[config.mk]
export PLATFORM = sky130hd
export DESIGN_NAME = esw_host
export DESIGN_NICKNAME = d
export VERILOG_FILES = /design/src/esw_pkg.sv /design/src/esw_timer.sv /design/src/esw_host.sv
export SDC_FILE = /design/constraint.sdc
export NUM_CORES = 1
export LEC_CHECK = 0
export ABC_AREA = 1
export BUFFER_PORTS_ARGS = -buffer_cell sky130_fd_sc_hd__buf_2
export CAP_MARGIN = 20
export CORE_MARGIN = 1.5
export CORE_UTILIZATION = 53
export DETAILED_ROUTE_END_ITERATION = 12
export GPL_TIMING_DRIVEN = 0
export PLACE_DENSITY = 0.89
export SETUP_SLACK_MARGIN = 0.2
export SYNTH_ARGS = -nofsm -noshare
export SYNTH_HDL_FRONTEND = slang
export SYNTH_SLANG_ARGS = --single-unit
[constraint.sdc]
create_clock -name core_clk -period 3.7 [get_ports core_clk]
set_clock_uncertainty 0.15 [all_clocks]
set_input_delay 0.74 -clock core_clk [delete_from_list [all_inputs] [get_ports core_clk]]
set_output_delay 0.74 -clock core_clk [all_outputs]
set_load 0.1 [all_outputs]
[src/esw_pkg.sv]
// Purpose: Shared constants for the write-cycle memory host controller
// Assumes: 100 MHz core clock, 64k x 4 asynchronous memory outside
// Notes: Times in ns as printed, cycle counts derived from the clock period
package esw_pkg;
    localparam int ESW_CLK_PERIOD_NS = 10;
    localparam int ESW_ADDR_W = 16;
    localparam int ESW_DATA_W = 4;
    // Speed grade selection codes
    localparam logic [1:0] ESW_GRADE_12 = 2'h0;
    localparam logic [1:0] ESW_GRADE_15 = 2'h1;
    localparam logic [1:0] ESW_GRADE_18 = 2'h2;
    // Write cycle time per grade
    localparam int ESW_WRITE_CYCLE_TIME_12 = 12;
    localparam int ESW_WRITE_CYCLE_TIME_15 = 15;
    localparam int ESW_WRITE_CYCLE_TIME_18 = 18;
    // Write or select pulse width per grade
    localparam int ESW_PULSE_WIDTH_12 = 9;
    localparam int ESW_PULSE_WIDTH_15 = 10;
    localparam int ESW_PULSE_WIDTH_18 = 12;
    // Data setup to end of write
    localparam int ESW_DATA_SETUP_12 = 9;
    localparam int ESW_DATA_SETUP_15 = 10;
    localparam int ESW_DATA_SETUP_18 = 14;
    // Address setup and address or data hold
    localparam int ESW_ADDR_SETUP_18 = 2;
    localparam int ESW_HOLD_18 = 3;
    // Output low after write start and output valid after write end
    localparam int ESW_WRITE_TO_OUTPUT_LOW_DELAY = 5;
    localparam int ESW_WRITE_END_TO_OUTPUT_VALID_18 = 18;

    function automatic int esw_ceil_cyc(input int ns);
        int c;
        c = (ns + ESW_CLK_PERIOD_NS - 1) / ESW_CLK_PERIOD_NS;
        return (c < 1) ? 1 : c;
    endfunction

    // Worst grade values cover every grade
    localparam int ESW_SETUP_CYC = esw_ceil_cyc(ESW_ADDR_SETUP_18);
    localparam int ESW_PULSE_CYC_MIN = esw_ceil_cyc(ESW_PULSE_WIDTH_18);
    localparam int ESW_DSETUP_CYC = esw_ceil_cyc(ESW_DATA_SETUP_18);
    localparam int ESW_HOLD_CYC = esw_ceil_cyc(ESW_HOLD_18);
    localparam int ESW_CYCLE_CYC = esw_ceil_cyc(ESW_WRITE_CYCLE_TIME_18);
    localparam int ESW_OUT_LOW_CYC = esw_ceil_cyc(ESW_WRITE_TO_OUTPUT_LOW_DELAY);
    localparam int ESW_OUT_VALID_CYC = esw_ceil_cyc(ESW_WRITE_END_TO_OUTPUT_VALID_18);
    localparam int ESW_PULSE_CYC =
        (ESW_PULSE_CYC_MIN > ESW_DSETUP_CYC) ? ESW_PULSE_CYC_MIN : ESW_DSETUP_CYC;
    localparam int ESW_CNT_W = 4;

    typedef enum logic [2:0] {
        ESW_IDLE = 3'b000,
        ESW_SETUP = 3'b001,
        ESW_PULSE = 3'b010,
        ESW_HOLD = 3'b011,
        ESW_RECOVER = 3'b100,
        ESW_READ = 3'b101
    } esw_state_t;
endpackage

[src/esw_timer.sv]
// Purpose: Loadable down counter for phase timing
// Assumes: Load value is at least one
// Notes: done is high while the count is zero
`timescale 1ns/10ps
module esw_timer #(
    parameter int W = 4
) (
    // Clock and reset
    input wire logic core_clk,
    input wire logic sys_rst,
    // Control
    input wire logic load,
    input wire logic [W-1:0] value,
    output logic done
);
    logic [W-1:0] cnt_q;

    always_ff @(posedge core_clk or posedge sys_rst)
    begin
        if (sys_rst)
            cnt_q <= '0;
        else if (load)
            cnt_q <= value;
        else if (cnt_q != '0)
            cnt_q <= cnt_q - 1'b1;
    end

    assign done = (cnt_q == '0);
endmodule

[src/esw_host.sv]
// Purpose: Host controller driving writes and reads into a 64k x 4 async memory
// Assumes: Memory pins are synchronous to core_clk; worst grade timing used
// Notes: Select-controlled writes by default; write-enable mode optional
`timescale 1ns/10ps
// Contract
// - Write-enable mode: select falls before write
// - Address held a full write cycle
// - Write enable low at least pulse width
// - Select low pulse width after write falls
// - Address setup before, hold after write
// - Data setup before, hold after write end
// - Select mode swaps select and write roles
// - Prefer select-controlled write on shared buses
// - Address setup/hold around select pulse
// - Select low at least pulse width
// - Write low pulse width after select falls
// - Data setup/hold around select end
module esw_host
#(
    parameter int ADDR_W = esw_pkg::ESW_ADDR_W,
    parameter int DATA_W = esw_pkg::ESW_DATA_W
) (
    // Clock and reset
    input wire logic core_clk,
    input wire logic sys_rst,
    // User request
    input wire logic req_valid,
    input wire logic req_write,
    input wire logic req_we_mode,
    input wire logic [ADDR_W-1:0] req_addr,
    input wire logic [DATA_W-1:0] req_wdata,
    output logic req_ready,
    // User answer
    output logic rsp_valid,
    output logic [DATA_W-1:0] rsp_rdata,
    // Memory pins
    output logic [ADDR_W-1:0] word_address,
    output logic [DATA_W-1:0] write_data_in,
    output logic select_n,
    output logic write_n,
    input wire logic [DATA_W-1:0] read_data_out
);
    import esw_pkg::*;

    // ==========================================================
    // State and registers
    esw_state_t state_q, state_d;
    logic we_mode_q;
    logic write_q;
    logic [ADDR_W-1:0] addr_q;
    logic [DATA_W-1:0] wdata_q;
    logic sel_n_q, sel_n_d;
    logic wr_n_q, wr_n_d;
    logic ready_q, rsp_valid_q;
    logic [DATA_W-1:0] rdata_q;
    logic tmr_load;
    logic [ESW_CNT_W-1:0] tmr_value;
    logic tmr_done;
    logic take;
    logic rd_capture;

    localparam logic [ESW_CNT_W-1:0] SETUP_C = ESW_CNT_W'(ESW_SETUP_CYC);
    localparam logic [ESW_CNT_W-1:0] PULSE_C = ESW_CNT_W'(ESW_PULSE_CYC);
    localparam logic [ESW_CNT_W-1:0] HOLD_C = ESW_CNT_W'(ESW_HOLD_CYC);
    localparam logic [ESW_CNT_W-1:0] VALID_C = ESW_CNT_W'(ESW_OUT_VALID_CYC);
    localparam logic [ESW_CNT_W-1:0] CYCLE_C = ESW_CNT_W'(ESW_CYCLE_CYC);

    esw_timer #(.W(ESW_CNT_W)) u_timer (
        .core_clk(core_clk),
        .sys_rst(sys_rst),
        .load(tmr_load),
        .value(tmr_value),
        .done(tmr_done)
    );

    // ==========================================================
    // Request acceptance
    assign take = ready_q && req_valid;
    // Read data sampled once output-valid time elapsed while select low, write high
    assign rd_capture = (state_q == ESW_READ) && tmr_done;

    // ==========================================================
    // Sequencer
    always_comb
    begin
        state_d = state_q;
        sel_n_d = sel_n_q;
        wr_n_d = wr_n_q;
        tmr_load = 1'b0;
        tmr_value = SETUP_C;
        case (state_q)
            ESW_IDLE:
            begin
                if (take)
                begin
                    // Address settles before any strobe falls
                    state_d = ESW_SETUP;
                    tmr_load = 1'b1;
                    tmr_value = SETUP_C;
                end
            end
            ESW_SETUP:
            begin
                // Write-enable mode: select leads, so write falls on a selected part
                if (write_q && we_mode_q)
                    sel_n_d = 1'b0;
                if (tmr_done)
                begin
                    tmr_load = 1'b1;
                    if (!write_q)
                    begin
                        sel_n_d = 1'b0;
                        state_d = ESW_READ;
                        tmr_value = VALID_C;
                    end
                    else
                    begin
                        // Strobes low; the one that rises later stays low
                        // so the other one ends the write
                        sel_n_d = 1'b0;
                        wr_n_d = 1'b0;
                        state_d = ESW_PULSE;
                        tmr_value = PULSE_C;
                    end
                end
            end
            ESW_PULSE:
            begin
                if (tmr_done)
                begin
                    // Pulse and data setup both met before the ending edge
                    if (we_mode_q)
                        wr_n_d = 1'b1;
                    else
                        sel_n_d = 1'b1;
                    state_d = ESW_HOLD;
                    tmr_load = 1'b1;
                    tmr_value = HOLD_C;
                end
            end
            ESW_HOLD:
            begin
                if (tmr_done)
                begin
                    // Address and data held past the ending edge, then release
                    sel_n_d = 1'b1;
                    wr_n_d = 1'b1;
                    state_d = ESW_RECOVER;
                    tmr_load = 1'b1;
                    tmr_value = CYCLE_C;
                end
            end
            ESW_READ:
            begin
                if (tmr_done)
                begin
                    sel_n_d = 1'b1;
                    state_d = ESW_RECOVER;
                    tmr_load = 1'b1;
                    tmr_value = CYCLE_C;
                end
            end
            ESW_RECOVER:
            begin
                // Full cycle gap before the address may change
                if (tmr_done)
                    state_d = ESW_IDLE;
            end
            default:
            begin
                state_d = ESW_IDLE;
                sel_n_d = 1'b1;
                wr_n_d = 1'b1;
            end
        endcase
    end

    always_ff @(posedge core_clk or posedge sys_rst)
    begin
        if (sys_rst)
        begin
            state_q <= ESW_IDLE;
            sel_n_q <= 1'b1;
            wr_n_q <= 1'b1;
        end
        else
        begin
            state_q <= state_d;
            sel_n_q <= sel_n_d;
            wr_n_q <= wr_n_d;
        end
    end

    // ==========================================================
    // Captured request; address stays put until idle again
    always_ff @(posedge core_clk or posedge sys_rst)
    begin
        if (sys_rst)
        begin
            addr_q <= '0;
            wdata_q <= '0;
            write_q <= 1'b0;
            we_mode_q <= 1'b0;
        end
        else if (take)
        begin
            addr_q <= req_addr;
            wdata_q <= req_wdata;
            write_q <= req_write;
            we_mode_q <= req_we_mode;
        end
    end

    // ==========================================================
    // Handshake and read return
    always_ff @(posedge core_clk or posedge sys_rst)
    begin
        if (sys_rst)
        begin
            ready_q <= 1'b0;
            rsp_valid_q <= 1'b0;
            rdata_q <= '0;
        end
        else
        begin
            ready_q <= (state_d == ESW_IDLE) && !take;
            rsp_valid_q <= rd_capture;
            if (rd_capture)
                rdata_q <= read_data_out;
        end
    end

    assign req_ready = ready_q;
    assign rsp_valid = rsp_valid_q;
    assign rsp_rdata = rdata_q;
    assign word_address = addr_q;
    assign write_data_in = wdata_q;
    assign select_n = sel_n_q;
    assign write_n = wr_n_q;
endmodule

==> impl_metrics.env, run 1 <==
export IMPL_maxCapViolCount=0
export IMPL_cts_buffer_depth=2
export IMPL_setup_tns_ns=0
export IMPL_synth_area_top_cells="dfrtp_1, nand2_1, nand3_1"
export IMPL_ys_seq_area_frac=0.5521
export IMPL_finalMaxSlewViolations=0
export IMPL_design_final_nets=300
export IMPL_postCtsHoldBufs=0
export IMPL_die_y_um=59.33
export IMPL_place_congestion=0.8860
export IMPL_post_cts_setup_buffers=0
export IMPL_yosysMostFrequentCell="nand2_1"
export IMPL_slowest_stage="dfstp_2"
export IMPL_slowest_delay_ns=0.54
export IMPL_vias=1513
export IMPL_yosysTopAreaCell="dfrtp_1"
export IMPL_synth_top_cell_area_share=0.5208
export IMPL_cts_made_buffers=5
export IMPL_root_buffer="clkbuf_4"
export IMPL_fin_area_mm2=0.002100
export IMPL_synth_seq_cells=37
export IMPL_die_area_mm2=0.003520
export IMPL_hold_viol=0
export IMPL_arrival_ns=1.29
export IMPL_grt_max_degree=22
export IMPL_postRouteAntennaNets=0
export IMPL_dp_cells=307
export IMPL_min_path_type="reg -> reg"
export IMPL_cts_max_level=2
export IMPL_hpwl_mm=2.477
export IMPL_synth_cell_types=21
export IMPL_crit_required_ns=2.81
export IMPL_syn2layout_area_growth_pct=24.85
export IMPL_grt_pass1_wl_mm=5.595
export IMPL_grt_use_total=0.2159
export IMPL_synth_warnings=0
export IMPL_avgSynthCellArea_um2=8.163
export IMPL_path_cells="buf_2"
export IMPL_cts_sinks=37
export IMPL_avgRoutedWirePerCell_um=10.24
export IMPL_drive_gt1_frac=0.3407
export IMPL_ctsResizeCount=0
export IMPL_tightest_slew_ns=0.6964
export IMPL_cts_tree="built"
export IMPL_ioPinCount=57
export IMPL_end_kind="output pin"
export IMPL_min_period_over_period=0.5896
export IMPL_clk_pin_slew_ns=0.11
export IMPL_rows=20
export IMPL_cp_top_family="flip-flops"
export IMPL_clk_latency_ns=0.34
export IMPL_slew_headroom=0.5352
export IMPL_die_w_um=59.33
export IMPL_crit_path_max_fanout=2
export IMPL_fmax_mhz=458.4
export IMPL_dpl_cell_area_mm2=0.002044
export IMPL_critPathLaunchType="flip-flop"
export IMPL_grt_pass1_vias=1355
export IMPL_synthCells=206
export IMPL_status="complete, no violations"
export IMPL_crit_buf_inv=1
export IMPL_wirelength_mm=3.215
export IMPL_fin_cells=314
export IMPL_synth_common_cells="nand2_1, dfrtp_1, inv_1"
export IMPL_n_antenna_cell=0
export IMPL_synth_flop_cell="dfrtp_1"
export IMPL_drt_iter0_drc=65
export IMPL_dr_pass1_iters=4
export IMPL_viasPerCell=4.818
export IMPL_initial_core_util=0.5554
export IMPL_overflow=0
export IMPL_rsz0062_at_grt="no"
export IMPL_portBuffers=56
export IMPL_antenna_found_initial=0
export IMPL_synth_edf_count=0
export IMPL_syn_area_mm2=0.001682
export IMPL_fillers=236
export IMPL_finalCriticalPeriod_ns=2.181
export IMPL_crit_type="reg -> out"
export IMPL_drc_errors=0
export IMPL_finalSetupViolCount=0
export IMPL_coreArea_mm2=0.003028
export IMPL_synth_fp_nets=236
export IMPL_async_reset_ff_frac=1.000
[layout make-up]
class	count	area [µm²]	share of cell area
tap	44	55.05	0.02622
timing repair buffer	57	307.8	0.1466
clock buffer	7	55.05	0.02622
multi-input combinational	144	656.9	0.3129
buffer	4	17.52	0.008343
inverter	21	78.83	0.03754
sequential	37	928.4	0.4422
[stage by stage]
| stage | setup WS, ns | hold slack [ns] | util |
|---|---|---|---|
| after global placement | 1.545 | 0.2963 | 0.6661 |
| after CTS | 1.499 | 0.3151 | 0.6934 |
| after global routing | 1.465 | 0.3443 | 0.6934 |
| after detailed placement | 1.881 | 0.2988 | 0.6752 |
| after floorplan | 1.784 | 0.3303 | - |
| final | 1.519 | 0.3104 | 0.6934 |
[state kept, by name, indices dropped and copies added, names as in the netlist]
| signal | cells |
|---|---|
| req_ready | 1 |
| rsp_rdata | 4 |
| rsp_valid | 1 |
| select_n | 1 |
| state_q | 3 |
| u_timer.cnt_q | 4 |
| we_mode_q | 1 |
| word_address | 16 |
| write_data_in | 4 |
| write_n | 1 |
| write_q | 1 |
[placed cells by master, fill, tap and decap left out, drive strengths merged]
cell type  instances
buf               59
nand3             16
clkbuf             9
nand4              2
dfstp              2
or2                1
nand2            100
xor2               1
o21ai              7
inv               21
a21oi              1
dfrtp             35
nor2              15
ha                 1
[routing by layer]
layer  share of wire  vias up  global-route usage
met3           0.053        6             0.05895
li1                -      754                   -
met1            0.45      702              0.2987
met2            0.48       51              0.3234
met4           0.016        0             0.08766
met5               0        -                   0
[path summary, 6_finish.rpt]
kind	start	end	slack, ns	cells after the start
hold reg to reg	select_n	select_n	0.31	2
max in group asynchronous	sys_rst	write_n	2.44	3
min in group asynchronous	sys_rst	word_address[0]	0.34	2
setup reg to reg	u_timer.cnt_q[0]	select_n	2.12	8
hold / removal	select_n	select_n	0.31	2
setup / recovery	select_n	select_n	1.52	1
[cells by family after synthesis]
logic type               Yosys count  share of synthesized area
XOR/XNOR                           1                   0.005209
buffers and inverters             25                    0.05730
AO/OA/AOI/OAI                      8                    0.02380
adder cells (fa/ha/maj)            1                   0.007439
flip-flops                        37                     0.5521
AND/OR/NAND/NOR                  134                     0.3542
Power of run 1 is left out: the tool's default activity adds up to more than one toggle a clock period on the data nets, which glitch-free logic cannot reach.
==> run 2: changes to the inputs <==
--- a/config.mk
+++ b/config.mk
@@ -9,10 +9,10 @@
 export BUFFER_PORTS_ARGS = -buffer_cell sky130_fd_sc_hd__buf_2
 export CAP_MARGIN = 20
 export CORE_MARGIN = 1.5
-export CORE_UTILIZATION = 53
+export CORE_UTILIZATION = 49
 export DETAILED_ROUTE_END_ITERATION = 12
 export GPL_TIMING_DRIVEN = 0
-export PLACE_DENSITY = 0.89
+export PLACE_DENSITY = 0.83
 export SETUP_SLACK_MARGIN = 0.2
 export SYNTH_ARGS = -nofsm -noshare
 export SYNTH_HDL_FRONTEND = slang
==> constraint.sdc (replaced) <==
create_clock -name core_clk -period 2.16 [get_ports core_clk]
set_clock_uncertainty 0.15 [all_clocks]
set_input_delay 0.432 -clock core_clk [delete_from_list [all_inputs] [get_ports core_clk]]
set_output_delay 0.432 -clock core_clk [all_outputs]
set_load 0.1 [all_outputs]
==> impl_metrics.env, run 2 (synthesis results as in run 1) <==
export IMPL_viasPerCell=4.571
export IMPL_root_buffer="clkbuf_4"
export IMPL_tightest_slew_ns=0.7339
export IMPL_final_common_cell="nand2_1"
export IMPL_grt_max_degree=21
export IMPL_slowest_delay_ns=0.54
export IMPL_cts_tree="built"
export IMPL_initial_core_util=0.5079
export IMPL_drc_errors=0
export IMPL_die_area_mm2=0.003792
export IMPL_vias=1449
export IMPL_clk_pin_slew_ns=0.11
export IMPL_crit_required_ns=1.58
export IMPL_postCtsHoldBufs=0
export IMPL_finalSetupViolCount=0
export IMPL_crit_buf_inv=1
export IMPL_fin_cells=317
export IMPL_critPathLaunch="select_n"
export IMPL_dp_cells=309
export IMPL_hpwl_mm=2.395
export IMPL_status="complete, no violations"
export IMPL_pre_cts_ws_ns=0.6130
export IMPL_cts_buffer_depth=2
export IMPL_largest_reg_flops=16
export IMPL_drive_gt1_frac=0.3432
export IMPL_place_congestion=0.9223
export IMPL_dr_pass1_iters=4
export IMPL_path_cells="buf_2"
export IMPL_grt_pass1_wl_mm=5.340
export IMPL_grt_pass1_vias=1263
export IMPL_grt_use_total=0.1968
export IMPL_r2r_setup_slack_ns=0.57
export IMPL_setup_slack_ns=0.2834
export IMPL_drt_iter0_drc=40
export IMPL_die_w_um=61.58
export IMPL_dpl_cell_area_mm2=0.002047
export IMPL_hold_viol=0
export IMPL_rows=21
export IMPL_maxCapViolCount=0
export IMPL_min_period_over_period=0.8688
export IMPL_finalCriticalPeriod_ns=1.877
export IMPL_coreArea_mm2=0.003311
export IMPL_setup_tns_ns=0
export IMPL_wirelength_mm=3.235
export IMPL_most_common_layout_cells="nand2_1, buf_2, dfrtp_1"
export IMPL_finalMaxSlewViolations=0
export IMPL_cts_max_level=2
export IMPL_min_path_type="in -> async"
export IMPL_post_cts_setup_buffers=0
export IMPL_antenna_found_initial=0
export IMPL_cp_top_family="flip-flops"
export IMPL_timing_rr_start="u_timer.cnt_q[0]"
export IMPL_slowest_stage="dfstp_2"
export IMPL_cts_made_buffers=5
export IMPL_overflow=0
export IMPL_cts_sinks=37
export IMPL_crit_type="reg -> out"
export IMPL_fin_area_mm2=0.002132
export IMPL_syn2layout_area_growth_pct=26.79
export IMPL_crit_path_max_fanout=2
export IMPL_end_kind="output pin"
export IMPL_clk_latency_ns=0.34
export IMPL_rsz0062_at_grt="no"
export IMPL_die_y_um=61.58
export IMPL_n_antenna_cell=0
export IMPL_slew_headroom=0.5102
export IMPL_ioPinCount=57
export IMPL_fmax_mhz=532.9
export IMPL_fillers=293
export IMPL_design_final_nets=300
export IMPL_postRouteAntennaNets=0
export IMPL_arrival_ns=1.29
export IMPL_critPathLaunchType="flip-flop"
export IMPL_portBuffers=56
export IMPL_avgRoutedWirePerCell_um=10.21
export IMPL_ctsResizeCount=0
-- run 2: cell types whose count changed in the layout (fill, tap and decap cells not counted) --
| cell | before | now |
|---|---|---|
| bufinv_16 | 0 | 1 |
-- run 2: final timing paths --
kind,depth (start not counted),to
min in group core_clk,3,word_address[3]
max reg2reg,8,select_n
min,2,word_address[3]
max in group asynchronous,3,write_n
min reg2reg,2,write_n
max,1,select_n
-- run 2: metal layers --
layer,share of wire,GRT usage,vias to the layer above
li1,-,-,756
met1,0.47,0.2619,640
met2,0.45,0.2962,48
met3,0.060,0.06303,5
met4,0.018,0.08511,0
met5,0,0,-
-- run 2: stage by stage --
step / hold WS, ns / utilization
after floorplan: 0.3303 / -
after global placement: 0.2973 / 0.6100
after detailed placement: 0.3006 / 0.6183
after CTS: 0.06379 / 0.6440
after global routing: 0.1096 / 0.6440
final: 0.04479 / 0.6440
-- run 2: area by class of cell --
| class | count | area (µm²) | share of cell area |
|---|---|---|---|
| flip-flops and latches | 37 | 928.4 | 0.4354 |
| multi-input cells | 144 | 656.9 | 0.3081 |
| repair buffers | 57 | 307.8 | 0.1444 |
| inverters | 21 | 78.83 | 0.03697 |
| well taps | 46 | 57.56 | 0.02700 |
| clock buffers | 7 | 55.05 | 0.02582 |
| clock inverters | 1 | 30.03 | 0.01408 |
| plain buffers | 4 | 17.52 | 0.008216 |
Power of run 2 is left out for the same reason.
